$ cat src/logic/str_pkg.sv
// Constants, register map and carrier types of the sixteen-bit timer.
// Assumes a 20 MHz pclk that also stands for the oscillator.
package str_pkg;

    // Machine cycle is twelve clocks
    localparam int unsigned MC_DIV  = 12;
    localparam logic [3:0]  MC_LAST = 4'(MC_DIV - 1);

    // Register indices; byte address is four times the index
    localparam logic [9:0] IDX_INTERRUPT_REQUEST_CONTROL  = 10'h0c0;
    localparam logic [9:0] IDX_COMPARE_CAPTURE_ENABLE   = 10'h0c1;
    localparam logic [9:0] IDX_CC1L   = 10'h0c2;
    localparam logic [9:0] IDX_CC1H   = 10'h0c3;
    localparam logic [9:0] IDX_CC2L   = 10'h0c4;
    localparam logic [9:0] IDX_CC2H   = 10'h0c5;
    localparam logic [9:0] IDX_CC3L   = 10'h0c6;
    localparam logic [9:0] IDX_CC3H   = 10'h0c7;
    localparam logic [9:0] IDX_CTRL   = 10'h0c8;
    localparam logic [9:0] IDX_PRE_L  = 10'h0ca;
    localparam logic [9:0] IDX_PRE_H  = 10'h0cb;
    localparam logic [9:0] IDX_CNT_L  = 10'h0cc;
    localparam logic [9:0] IDX_CNT_H  = 10'h0cd;
    localparam logic [9:0] IDX_STAT   = 10'h0d0;
    localparam logic [9:0] IDX_MASK   = 10'h0d1;
    localparam logic [9:0] IDX_IEN    = 10'h0d2;
    localparam logic [9:0] IDX_BITOP  = 10'h0d3;

    // Timer control fields
    localparam int CB_IS_LO = 0;
    localparam int CB_IS_HI = 1;
    localparam int CB_CMP   = 2;
    localparam int CB_RL_LO = 3;
    localparam int CB_RL_HI = 4;
    localparam int CB_EDGE  = 6;
    localparam int CB_PS    = 7;

    // Input select and reload select codes
    localparam logic [1:0] IS_STOP  = 2'h0;
    localparam logic [1:0] IS_TIMER = 2'h1;
    localparam logic [1:0] IS_EVENT = 2'h2;
    localparam logic [1:0] IS_GATED = 2'h3;
    localparam logic [1:0] RL_OVF   = 2'h2;
    localparam logic [1:0] RL_TRIG  = 2'h3;

    // Flag positions
    localparam int IB_OVF = 6;
    localparam int IB_EXT = 7;
    localparam int EB_EXT = 3;
    localparam int SB_OVF = 0;
    localparam int SB_EXT = 1;

    // Compare/capture enable: channel-0 capture code in bits 1:0
    localparam logic [1:0] CE_CAP0 = 2'h1;

    localparam logic [7:0]  RST_BYTE = 8'h00;
    localparam logic [15:0] CNT_ALL1 = 16'hffff;

    typedef struct packed {
        logic count_gate_pin;
        logic reload_trigger_pin;
        logic channel_zero_pin;
    } str_pins_t;

    typedef struct packed {
        logic [3:0]      div;
        logic            pre;
        logic            cnt_smp;
        logic            trg_smp;
        logic            cc0_smp;
        logic            ev_pend;
        logic            rl_pend;
        logic [15:0]     counter;
        logic [15:0]     preset;
        logic [7:0]      ctrl;
        logic            overflow_flag;
        logic            external_reload_flag;
        logic [7:0]      compare_capture_enable;
        logic [5:0][7:0] ccr;
        logic [7:0]      ien;
        logic [1:0]      stat;
        logic [1:0]      mask;
        logic [31:0]     prdata;
        logic            pready;
        logic            pslverr;
        logic            irq;
    } str_state_t;

endpackage : str_pkg

$ cat src/logic/str_timer.sv
// Sixteen-bit timer/counter with reload, capture to preset and APB registers.
// Assumes pins synchronous to pclk and an APB master following the protocol.
`timescale 1ns/100ps

module str_timer (
    input  wire logic             pclk,
    input  wire logic             presetn,
    input  wire logic             psel,
    input  wire logic             penable,
    input  wire logic             pwrite,
    input  wire logic [11:0]      paddr,
    input  wire logic [31:0]      pwdata,
    output logic      [31:0]      prdata,
    output logic                  pready,
    output logic                  pslverr,
    output logic                  irq,
    input  str_pkg::str_pins_t    pins,
    output logic      [15:0]      count_value,
    output logic                  compare_mode_one
);

    str_pkg::str_state_t q;
    str_pkg::str_state_t s;

    logic       mc;
    logic       access;
    logic       wr;
    logic       rd;
    logic [9:0] widx;
    logic [1:0] isel;
    logic [1:0] rsel;
    logic       ps_ok;
    logic       tick;
    logic       ovf;
    logic       ev_edge;
    logic       trg_edge;
    logic       do_trig_rl;
    logic       cap;
    logic       ext_set;
    logic       wr_cnt;
    logic [7:0] rbyte;
    logic       hit;

    assign widx     = paddr[11:2];
    assign access   = psel & penable & q.pready;
    assign wr       = access & pwrite;
    assign rd       = access & ~pwrite;
    assign isel     = {q.ctrl[str_pkg::CB_IS_HI], q.ctrl[str_pkg::CB_IS_LO]};
    assign rsel     = {q.ctrl[str_pkg::CB_RL_HI], q.ctrl[str_pkg::CB_RL_LO]};
    assign mc       = (q.div == str_pkg::MC_LAST);
    assign ps_ok    = ~q.ctrl[str_pkg::CB_PS] | q.pre;
    assign wr_cnt   = wr & ((widx == str_pkg::IDX_CNT_L) | (widx == str_pkg::IDX_CNT_H));

    // Event and trigger edges come from two successive machine-cycle samples
    assign ev_edge  = mc & (isel == str_pkg::IS_EVENT)
                         & q.cnt_smp & ~pins.count_gate_pin;
    assign trg_edge = mc & (rsel == str_pkg::RL_TRIG)
                         & q.trg_smp & ~pins.reload_trigger_pin;
    assign do_trig_rl = mc & q.rl_pend & (rsel == str_pkg::RL_TRIG);
    assign ext_set  = trg_edge & q.ien[str_pkg::EB_EXT];
    assign ovf      = tick & (q.counter == str_pkg::CNT_ALL1);
    assign cap      = mc & (q.compare_capture_enable[1:0] == str_pkg::CE_CAP0)
                         & (q.ctrl[str_pkg::CB_EDGE] ? (~q.cc0_smp & pins.channel_zero_pin)
                                                     : (q.cc0_smp & ~pins.channel_zero_pin));

    always_comb begin
        case (isel)
            str_pkg::IS_TIMER: tick = mc & ps_ok;
            str_pkg::IS_GATED: tick = mc & ps_ok & pins.count_gate_pin;
            str_pkg::IS_EVENT: tick = mc & q.ev_pend;
            str_pkg::IS_STOP:  tick = 1'b0;
            default:           tick = 1'b0;
        endcase
    end

    // Read mux, evaluated in the setup cycle
    always_comb begin
        rbyte = 8'h00;
        hit   = 1'b1;
        case (widx)
            str_pkg::IDX_INTERRUPT_REQUEST_CONTROL: begin
                rbyte[str_pkg::IB_OVF] = q.overflow_flag;
                rbyte[str_pkg::IB_EXT] = q.external_reload_flag;
            end
            str_pkg::IDX_COMPARE_CAPTURE_ENABLE:  rbyte = q.compare_capture_enable;
            str_pkg::IDX_CC1L:  rbyte = q.ccr[0];
            str_pkg::IDX_CC1H:  rbyte = q.ccr[1];
            str_pkg::IDX_CC2L:  rbyte = q.ccr[2];
            str_pkg::IDX_CC2H:  rbyte = q.ccr[3];
            str_pkg::IDX_CC3L:  rbyte = q.ccr[4];
            str_pkg::IDX_CC3H:  rbyte = q.ccr[5];
            str_pkg::IDX_CTRL:  rbyte = q.ctrl;
            str_pkg::IDX_PRE_L: rbyte = q.preset[7:0];
            str_pkg::IDX_PRE_H: rbyte = q.preset[15:8];
            str_pkg::IDX_CNT_L: rbyte = q.counter[7:0];
            str_pkg::IDX_CNT_H: rbyte = q.counter[15:8];
            str_pkg::IDX_STAT:  rbyte = {6'h00, q.stat};
            str_pkg::IDX_MASK:  rbyte = {6'h00, q.mask};
            str_pkg::IDX_IEN:   rbyte = q.ien;
            str_pkg::IDX_BITOP: rbyte = 8'h00;
            default:            hit   = 1'b0;
        endcase
        if (paddr[1:0] != 2'h0) begin
            hit = 1'b0;
        end
    end

    always_comb begin
        s = q;
        s.div = mc ? 4'h0 : q.div + 4'h1;

        // APB answers one cycle after setup
        s.pready  = psel & ~penable;
        s.pslverr = psel & ~penable & ~hit;
        if (psel & ~penable) begin
            s.prdata = hit ? {24'h000000, rbyte} : 32'h00000000;
        end

        // Machine-cycle sampling of the pins
        if (mc) begin
            s.pre     = ~q.pre;
            s.cnt_smp = pins.count_gate_pin;
            s.trg_smp = pins.reload_trigger_pin;
            s.cc0_smp = pins.channel_zero_pin;
            s.ev_pend = ev_edge;
            s.rl_pend = trg_edge;
        end

        // Counter datapath
        if (do_trig_rl) begin
            s.counter = q.preset;
        end else if (ovf && rsel == str_pkg::RL_OVF) begin
            s.counter = q.preset;
        end else if (tick) begin
            s.counter = q.counter + 16'h0001;
        end

        if (cap) begin
            s.preset = q.counter;
        end

        // Software writes; flags keep a concurrent set
        if (wr) begin
            case (widx)
                str_pkg::IDX_COMPARE_CAPTURE_ENABLE:  s.compare_capture_enable          = pwdata[7:0];
                str_pkg::IDX_CC1L:  s.ccr[0]        = pwdata[7:0];
                str_pkg::IDX_CC1H:  s.ccr[1]        = pwdata[7:0];
                str_pkg::IDX_CC2L:  s.ccr[2]        = pwdata[7:0];
                str_pkg::IDX_CC2H:  s.ccr[3]        = pwdata[7:0];
                str_pkg::IDX_CC3L:  s.ccr[4]        = pwdata[7:0];
                str_pkg::IDX_CC3H:  s.ccr[5]        = pwdata[7:0];
                str_pkg::IDX_CTRL:  s.ctrl          = pwdata[7:0];
                str_pkg::IDX_PRE_L: s.preset[7:0]   = pwdata[7:0];
                str_pkg::IDX_PRE_H: s.preset[15:8]  = pwdata[7:0];
                str_pkg::IDX_CNT_L: s.counter[7:0]  = pwdata[7:0];
                str_pkg::IDX_CNT_H: s.counter[15:8] = pwdata[7:0];
                str_pkg::IDX_MASK:  s.mask          = pwdata[1:0];
                str_pkg::IDX_IEN:   s.ien           = pwdata[7:0];
                str_pkg::IDX_BITOP: s.ctrl[pwdata[2:0]] = pwdata[3];
                str_pkg::IDX_INTERRUPT_REQUEST_CONTROL: begin
                    s.overflow_flag        = pwdata[str_pkg::IB_OVF];
                    s.external_reload_flag = pwdata[str_pkg::IB_EXT];
                end
                default: ;
            endcase
        end

        s.overflow_flag        = s.overflow_flag | ovf;
        s.external_reload_flag = s.external_reload_flag | ext_set;

        // Status clears only the bits that the read returned
        if (rd && widx == str_pkg::IDX_STAT) begin
            s.stat = q.stat & ~q.prdata[1:0];
        end
        s.stat[str_pkg::SB_OVF] = s.stat[str_pkg::SB_OVF] | ovf;
        s.stat[str_pkg::SB_EXT] = s.stat[str_pkg::SB_EXT] | ext_set;
        s.irq = |(s.stat & s.mask);
    end

    always_ff @(posedge pclk or negedge presetn) begin
        if (!presetn) begin
            q <= '0;
        end else begin
            q <= s;
        end
    end

    assign prdata           = q.prdata;
    assign pready           = q.pready;
    assign pslverr          = q.pslverr;
    assign irq              = q.irq;
    assign count_value      = q.counter;
    assign compare_mode_one = q.ctrl[str_pkg::CB_CMP];

    logic quiet;
    assign quiet = ~wr_cnt & ~do_trig_rl;
endmodule : str_timer

$ cat config.mk
export PLATFORM = sky130hd
export DESIGN_NAME = str_timer
export DESIGN_NICKNAME = d
export VERILOG_FILES = /design/src/logic/str_pkg.sv /design/src/logic/str_timer.sv
export SDC_FILE = /design/constraint.sdc
export NUM_CORES = 1
export LEC_CHECK = 0
export BUFFER_PORTS_ARGS = -buffer_cell sky130_fd_sc_hd__buf_4
export CAP_MARGIN = 0
export CORE_MARGIN = 2
export CORE_UTILIZATION = 45
export CTS_CLUSTER_SIZE = 8
export DETAILED_ROUTE_END_ITERATION = 8
export MAX_ROUTING_LAYER = met4
export PLACE_DENSITY = 0.64
export SYNTH_ARGS = -nofsm -noshare
export SYNTH_HDL_FRONTEND = slang
export SYNTH_SLANG_ARGS = --single-unit
$ cat constraint.sdc
create_clock -name pclk -period 3.07 [get_ports pclk]
set_clock_uncertainty 0.2 [all_clocks]
set_input_delay 0.1535 -clock pclk [delete_from_list [all_inputs] [get_ports pclk]]
set_output_delay 0.1535 -clock pclk [all_outputs]
set_load 0.03 [all_outputs]
Word level (Yosys, flattened, before mapping)
Index checks and enable logic that the tools add are counted.

Memories: 0. Bits in latches: 0. Memory bits (writable): 0. Bits in read-only memories: 0. Word-level logic and storage cells: 145. Input port bits: 52. Output and inout port bits: 52. Register bits after elaboration: 155.

Div/mod/pow operators: 0. Shifts and indexed selects: 0. Reduce and logical (&&, ||, !) cells: 17. $lt $le $gt $ge: 2. Equal/unequal tests: 25. Multiplexer cells: 33. Bitwise gates (word level): 40. Add/subtract/negate cells: 2. Multiply operators: 0.

Operators with widths (number): 10-bit by 8-bit equality test with 1-bit output, second input constant (17); 106-bit 2-to-1 mux (1); 8-bit 2-to-1 mux (13); 6-bit one-hot mux with 15 select lines (1); 16-bit 2-to-1 mux (4); 2-bit one-hot mux with 14 select lines (1); 1-bit bitwise AND (23); 2-bit AND reduction (9); 17-bit OR reduction (1); 16-bit by 1-bit adder with 16-bit output, second input constant (1); 16-bit equality test, second input constant (1); 8-bit one-hot mux with 2 select lines (1); 1-bit NOT (9); 8-bit bitwise mux (1); 2-bit equality test, second input constant (4); 2-bit 2-to-1 mux (4); 1-bit bitwise OR (5); 4-bit by 1-bit adder with 4-bit output, second input constant (1); 2-bit bitwise AND (2); 2-bit by 1-bit equality test with 1-bit output, second input constant (2); 4-bit equality test, second input constant (1); 3-bit by 4-bit < comparator with 1-bit output, second input constant (1); 1-bit 2-to-1 mux (4); 4-bit 2-to-1 mux (1); other kinds (8) (11).

Longest topological paths before layout
Depth in word-level cells: 12. Gate-level depth with buffers: 10. Mapped depth without buffers: 7.

Worst setup path after synthesis
Ideal clock, no wire load.

Path type: register -> register. From: register q[151] in the netlist's numbering. To: register q, in the netlist count_value[10]. Buffers on the path: 3. Cell stages (with the launch flop): 11. Library setup time: 132 ps. Clock period less this slack: 2252 ps. Slack: 818 ps. Data required time: 2738 ps. Data arrival time: 1920 ps. Cells stage by stage: dfrtp_1 > ha_1 > and3b_1 > buf_2 > nand3_2 > nand4bb_1 > o21ai_1 > buf_4 > buf_6 > mux2i_1 > o21ai_0.

RTL lines: start, declared (line str_timer.sv:22) `str_pkg::str_state_t q;`; start signal, assigned (line str_timer.sv:184) `q <= s;`.

==> impl_metrics.csv <==
group,metric,value,unit
global_routing,grt_pass1_vias,6107,
cells_and_area,final_area,8890,um^2
flow_run,maxCapViolations,0,
worst_setup_path,crit_fanout,18,
sta,tns,0,ns
yosys,synth_area_per_cell,10.2,um^2
clock_tree,cts_tree,"built",
global_routing,gr-total-overflow,0,
cells_and_area,num-fill-cells,1506,
sta,tightest_slew,0.701,ns
cells_and_area,nets,857,
floorplan,die_area,18200,um^2
worst_setup_path,critPathTopFamily,"simple AND/OR/NAND/NOR gates",
drt,drt_iter0_drc,610,
drt,vias_per_cell,6.02,
yosys,ys_seq_area_frac,0.425,
sta,final-hold-violation-count,0,
worst_setup_path,cpPeakStageDelay,0.43,ns
yosys,synth_cell_types,74,
worst_setup_path,path_buf_inv,1,
worst_setup_path,cp-start-kind,"flop",
min_path,holdCritPathClass,"in -> reg",
clock_tree,clock_latency,0.43,ns
clock_tree,cts_setup_buffers,0,
global_routing,antenna_found_initial,0,
drt,ant_nets,0,
worst_setup_path,worst_setup_path_end_kind,"flop",
drt,vias,6241,
yosys,synthCells,758,
global_routing,grt_usage,0.274,
clock_tree,cts_buffer_depth,2,
sta,grt_setup_unrepaired,"false",
place,dp_hpwl,16600,um
sta,fmax,0.371,GHz
power,power_density,467,nW/um^2
worst_setup_path,slowest_stage,"and3b_1",
outcome,outcome,"complete, no violations",
clock_tree,htreeDepth,4,
yosys,synth_area_leader_cell,"dfrtp_1",
place,gp_congestion,0.979,
drt,route.detailed.drc,0,
yosys,syn-cell-area,7700,um^2
power,p_leak,4.28,nW
sta,finalCritPeriodShare,0.879,
sta,relSlewSlack,0.532,
global_routing,grt_max_degree,74,
floorplan,die_w,135,um
clock_tree,clkSinkCount,131,
floorplan,initial_core_util,0.463,
drt,drtPass1Iterations,5,
cells_and_area,syn_to_final_growth,15.4,%
worst_setup_path,crit_chain,"ha_1, and3b_1, nand3_2, nand4bb_1, o21ai_2, buf_12, mux2i_1, o21ai_0",
place,placed_area,8110,um^2
worst_setup_path,cp_data_arrival_time,2.80,ns
worst_setup_path,path_class,"reg -> reg",
clock_tree,clk_pin_slew,0.06,ns
yosys,async_flop_share,1.00,
place,place_inst,988,
drt,wl,23500,um
clock_tree,cts_buffers,17,
power,vdd_drop_max,0.000415,V
sta,slew_viol_final,0,
sta,final-setup-viol-count,0,
worst_setup_path,required,3.17,ns
floorplan,chipHeight,135,um
yosys,synthTopCellsByCount,"dfrtp_1, mux2_2, nand2_1",
yosys,ys_ff_latch,131,
floorplan,core,16600,um^2
yosys,yosysMostFrequentCell,"dfrtp_1",
place,portBuffers,55,
global_routing,grt_first_pass_wirelength,35800,um
yosys,synth-edff-count,0,
clock_tree,clockRootBuffer,"clkbuf_16",
cells_and_area,final_util,0.534,
cells_and_area,regArea,3280,um^2
sta,fin_crit,2.70,ns
yosys,netlist_top_cells_area,"dfrtp_1, mux2_2, mux2i_1, buf_4, nand2_1",
cells_and_area,finalNonFillerCells,1036,
floorplan,ios,104,
yosys,ys.flop_type,"dfrtp_1",
drt,avgRoutedWirePerCell,22.7,um
yosys,post-synth-top-area-fraction,0.425,
cells_and_area,multi_input_area,3900,um^2
floorplan,fp-row-count,47,
cells_and_area,antenna_cells,0,
cells_and_area,drive_gt1_frac,0.248,
yosys,yosys_warnings,0,
## through the flow
step | hold WS (ns) | setup WS [ns] | total power, mW
2_1_floorplan | -0.342 | 0.818 | 1.94
3_3_place_gp | 0.0238 | 0.495 | 2.03
3_5_place_dp | 0.0311 | 0.452 | 2.04
4_1_cts | 0.00767 | 0.405 | 4.18
5_1_grt | 0.0592 | 0.224 | 4.27
6_report | 0.0113 | 0.373 | 4.15
## layer usage
metal,GRT usage,share of wire,up-vias
li1,-,-,2770
met1,0.366,0.44,3126
met3,0.0661,0.076,51
met2,0.405,0.45,294
met4,0.106,0.033,0
met5,-,0,-
## what timing repair did
| action | in CTS | in global routing |
|---|---|---|
| hold buffers | 16 | 0 |
| resized for setup | 0 | 0 |
| endpoints found under the hold margin | 169 | 0 |
## power breakdown
group | leakage (nW) | switching [mW] | total [mW] | internal [mW]
combinational | 2.16 | 0.209 | 0.287 | 0.0782
sequential | 1.82 | 0.00490 | 1.74 | 1.73
clock | 0.296 | 0.762 | 2.12 | 1.36
## worst min-delay path, stage by stage
cell and delay (ns):
buf_4 0.12, nand3_1 0.06, nor4_1 0.06, nand2_1 0.07, a21boi_0 0.10, inv_1 0.05
## registers in the layout (all words and copies together), names as in the netlist, named ones only
signal	flops
count_value	16
irq	1
prdata	8
pready	1
pslverr	1
q	96
## path summary, 6_finish.rpt
path | startpoint | end | slack, ns | cells after the start
setup / recovery | q[151] | count_value[8] | 0.37 | 8
hold / removal | psel | q[37] | 0.01 | 6
setup reg to reg | q[151] | count_value[8] | 0.37 | 8
hold reg to reg | q[146] | q[146] | 0.28 | 2
max in group asynchronous | presetn | prdata[2] | 1.80 | 3
min in group asynchronous | presetn | q[148] | 0.11 | 2
## layout make-up
cell class	count	share of cell area
clock buffer	24	0.0553
inverter	6	0.00253
tap	220	0.0310
multi-input combinational	548	0.439
clock inverter	8	0.0139
sequential	131	0.369
timing repair buffer	99	0.0899
## cells in the final DEF, fill, tap and decap left out, drive strengths merged, types with 3 or more instances in the layout
cell type    instances
dlygate4sd3         16
nand3               23
buf                 83
a22o                 8
bufinv               3
conb                24
nor2b                8
nand4bb              3
a31oi                7
mux2                74
xor2                15
inv                  6
nor4b                6
and3b                3
a21oi               34
clkbuf              24
dfrtp              131
a22oi               13
and2                 6
o31ai                4
o32a                 3
nand2               75
nor4                12
nor3b                3
clkinv               3
a32oi                4
and3                 6
a21boi               3
o21ai               33
nor2                49
a211oi               4
o22ai                6
mux2i               55
nor3                13
nand4                8
nand2b               9
## cells by family (layout without fill, tap and decap cells)
logic type                 after synthesis  after routing  synth area share
AOI/OAI and AO/OA                      140            140             0.122
xor gates and xnor gates                17             17            0.0193
adders and majority gates                2              2           0.00325
buffers and inverters                  102            137            0.0802
DFF                                    131            131             0.425
muxes                                  129            129             0.180
other                                    1             24          0.000487
and+or+nand+nor                        236            236             0.170
No activity file was read; power rests on OpenSTA's default activity.
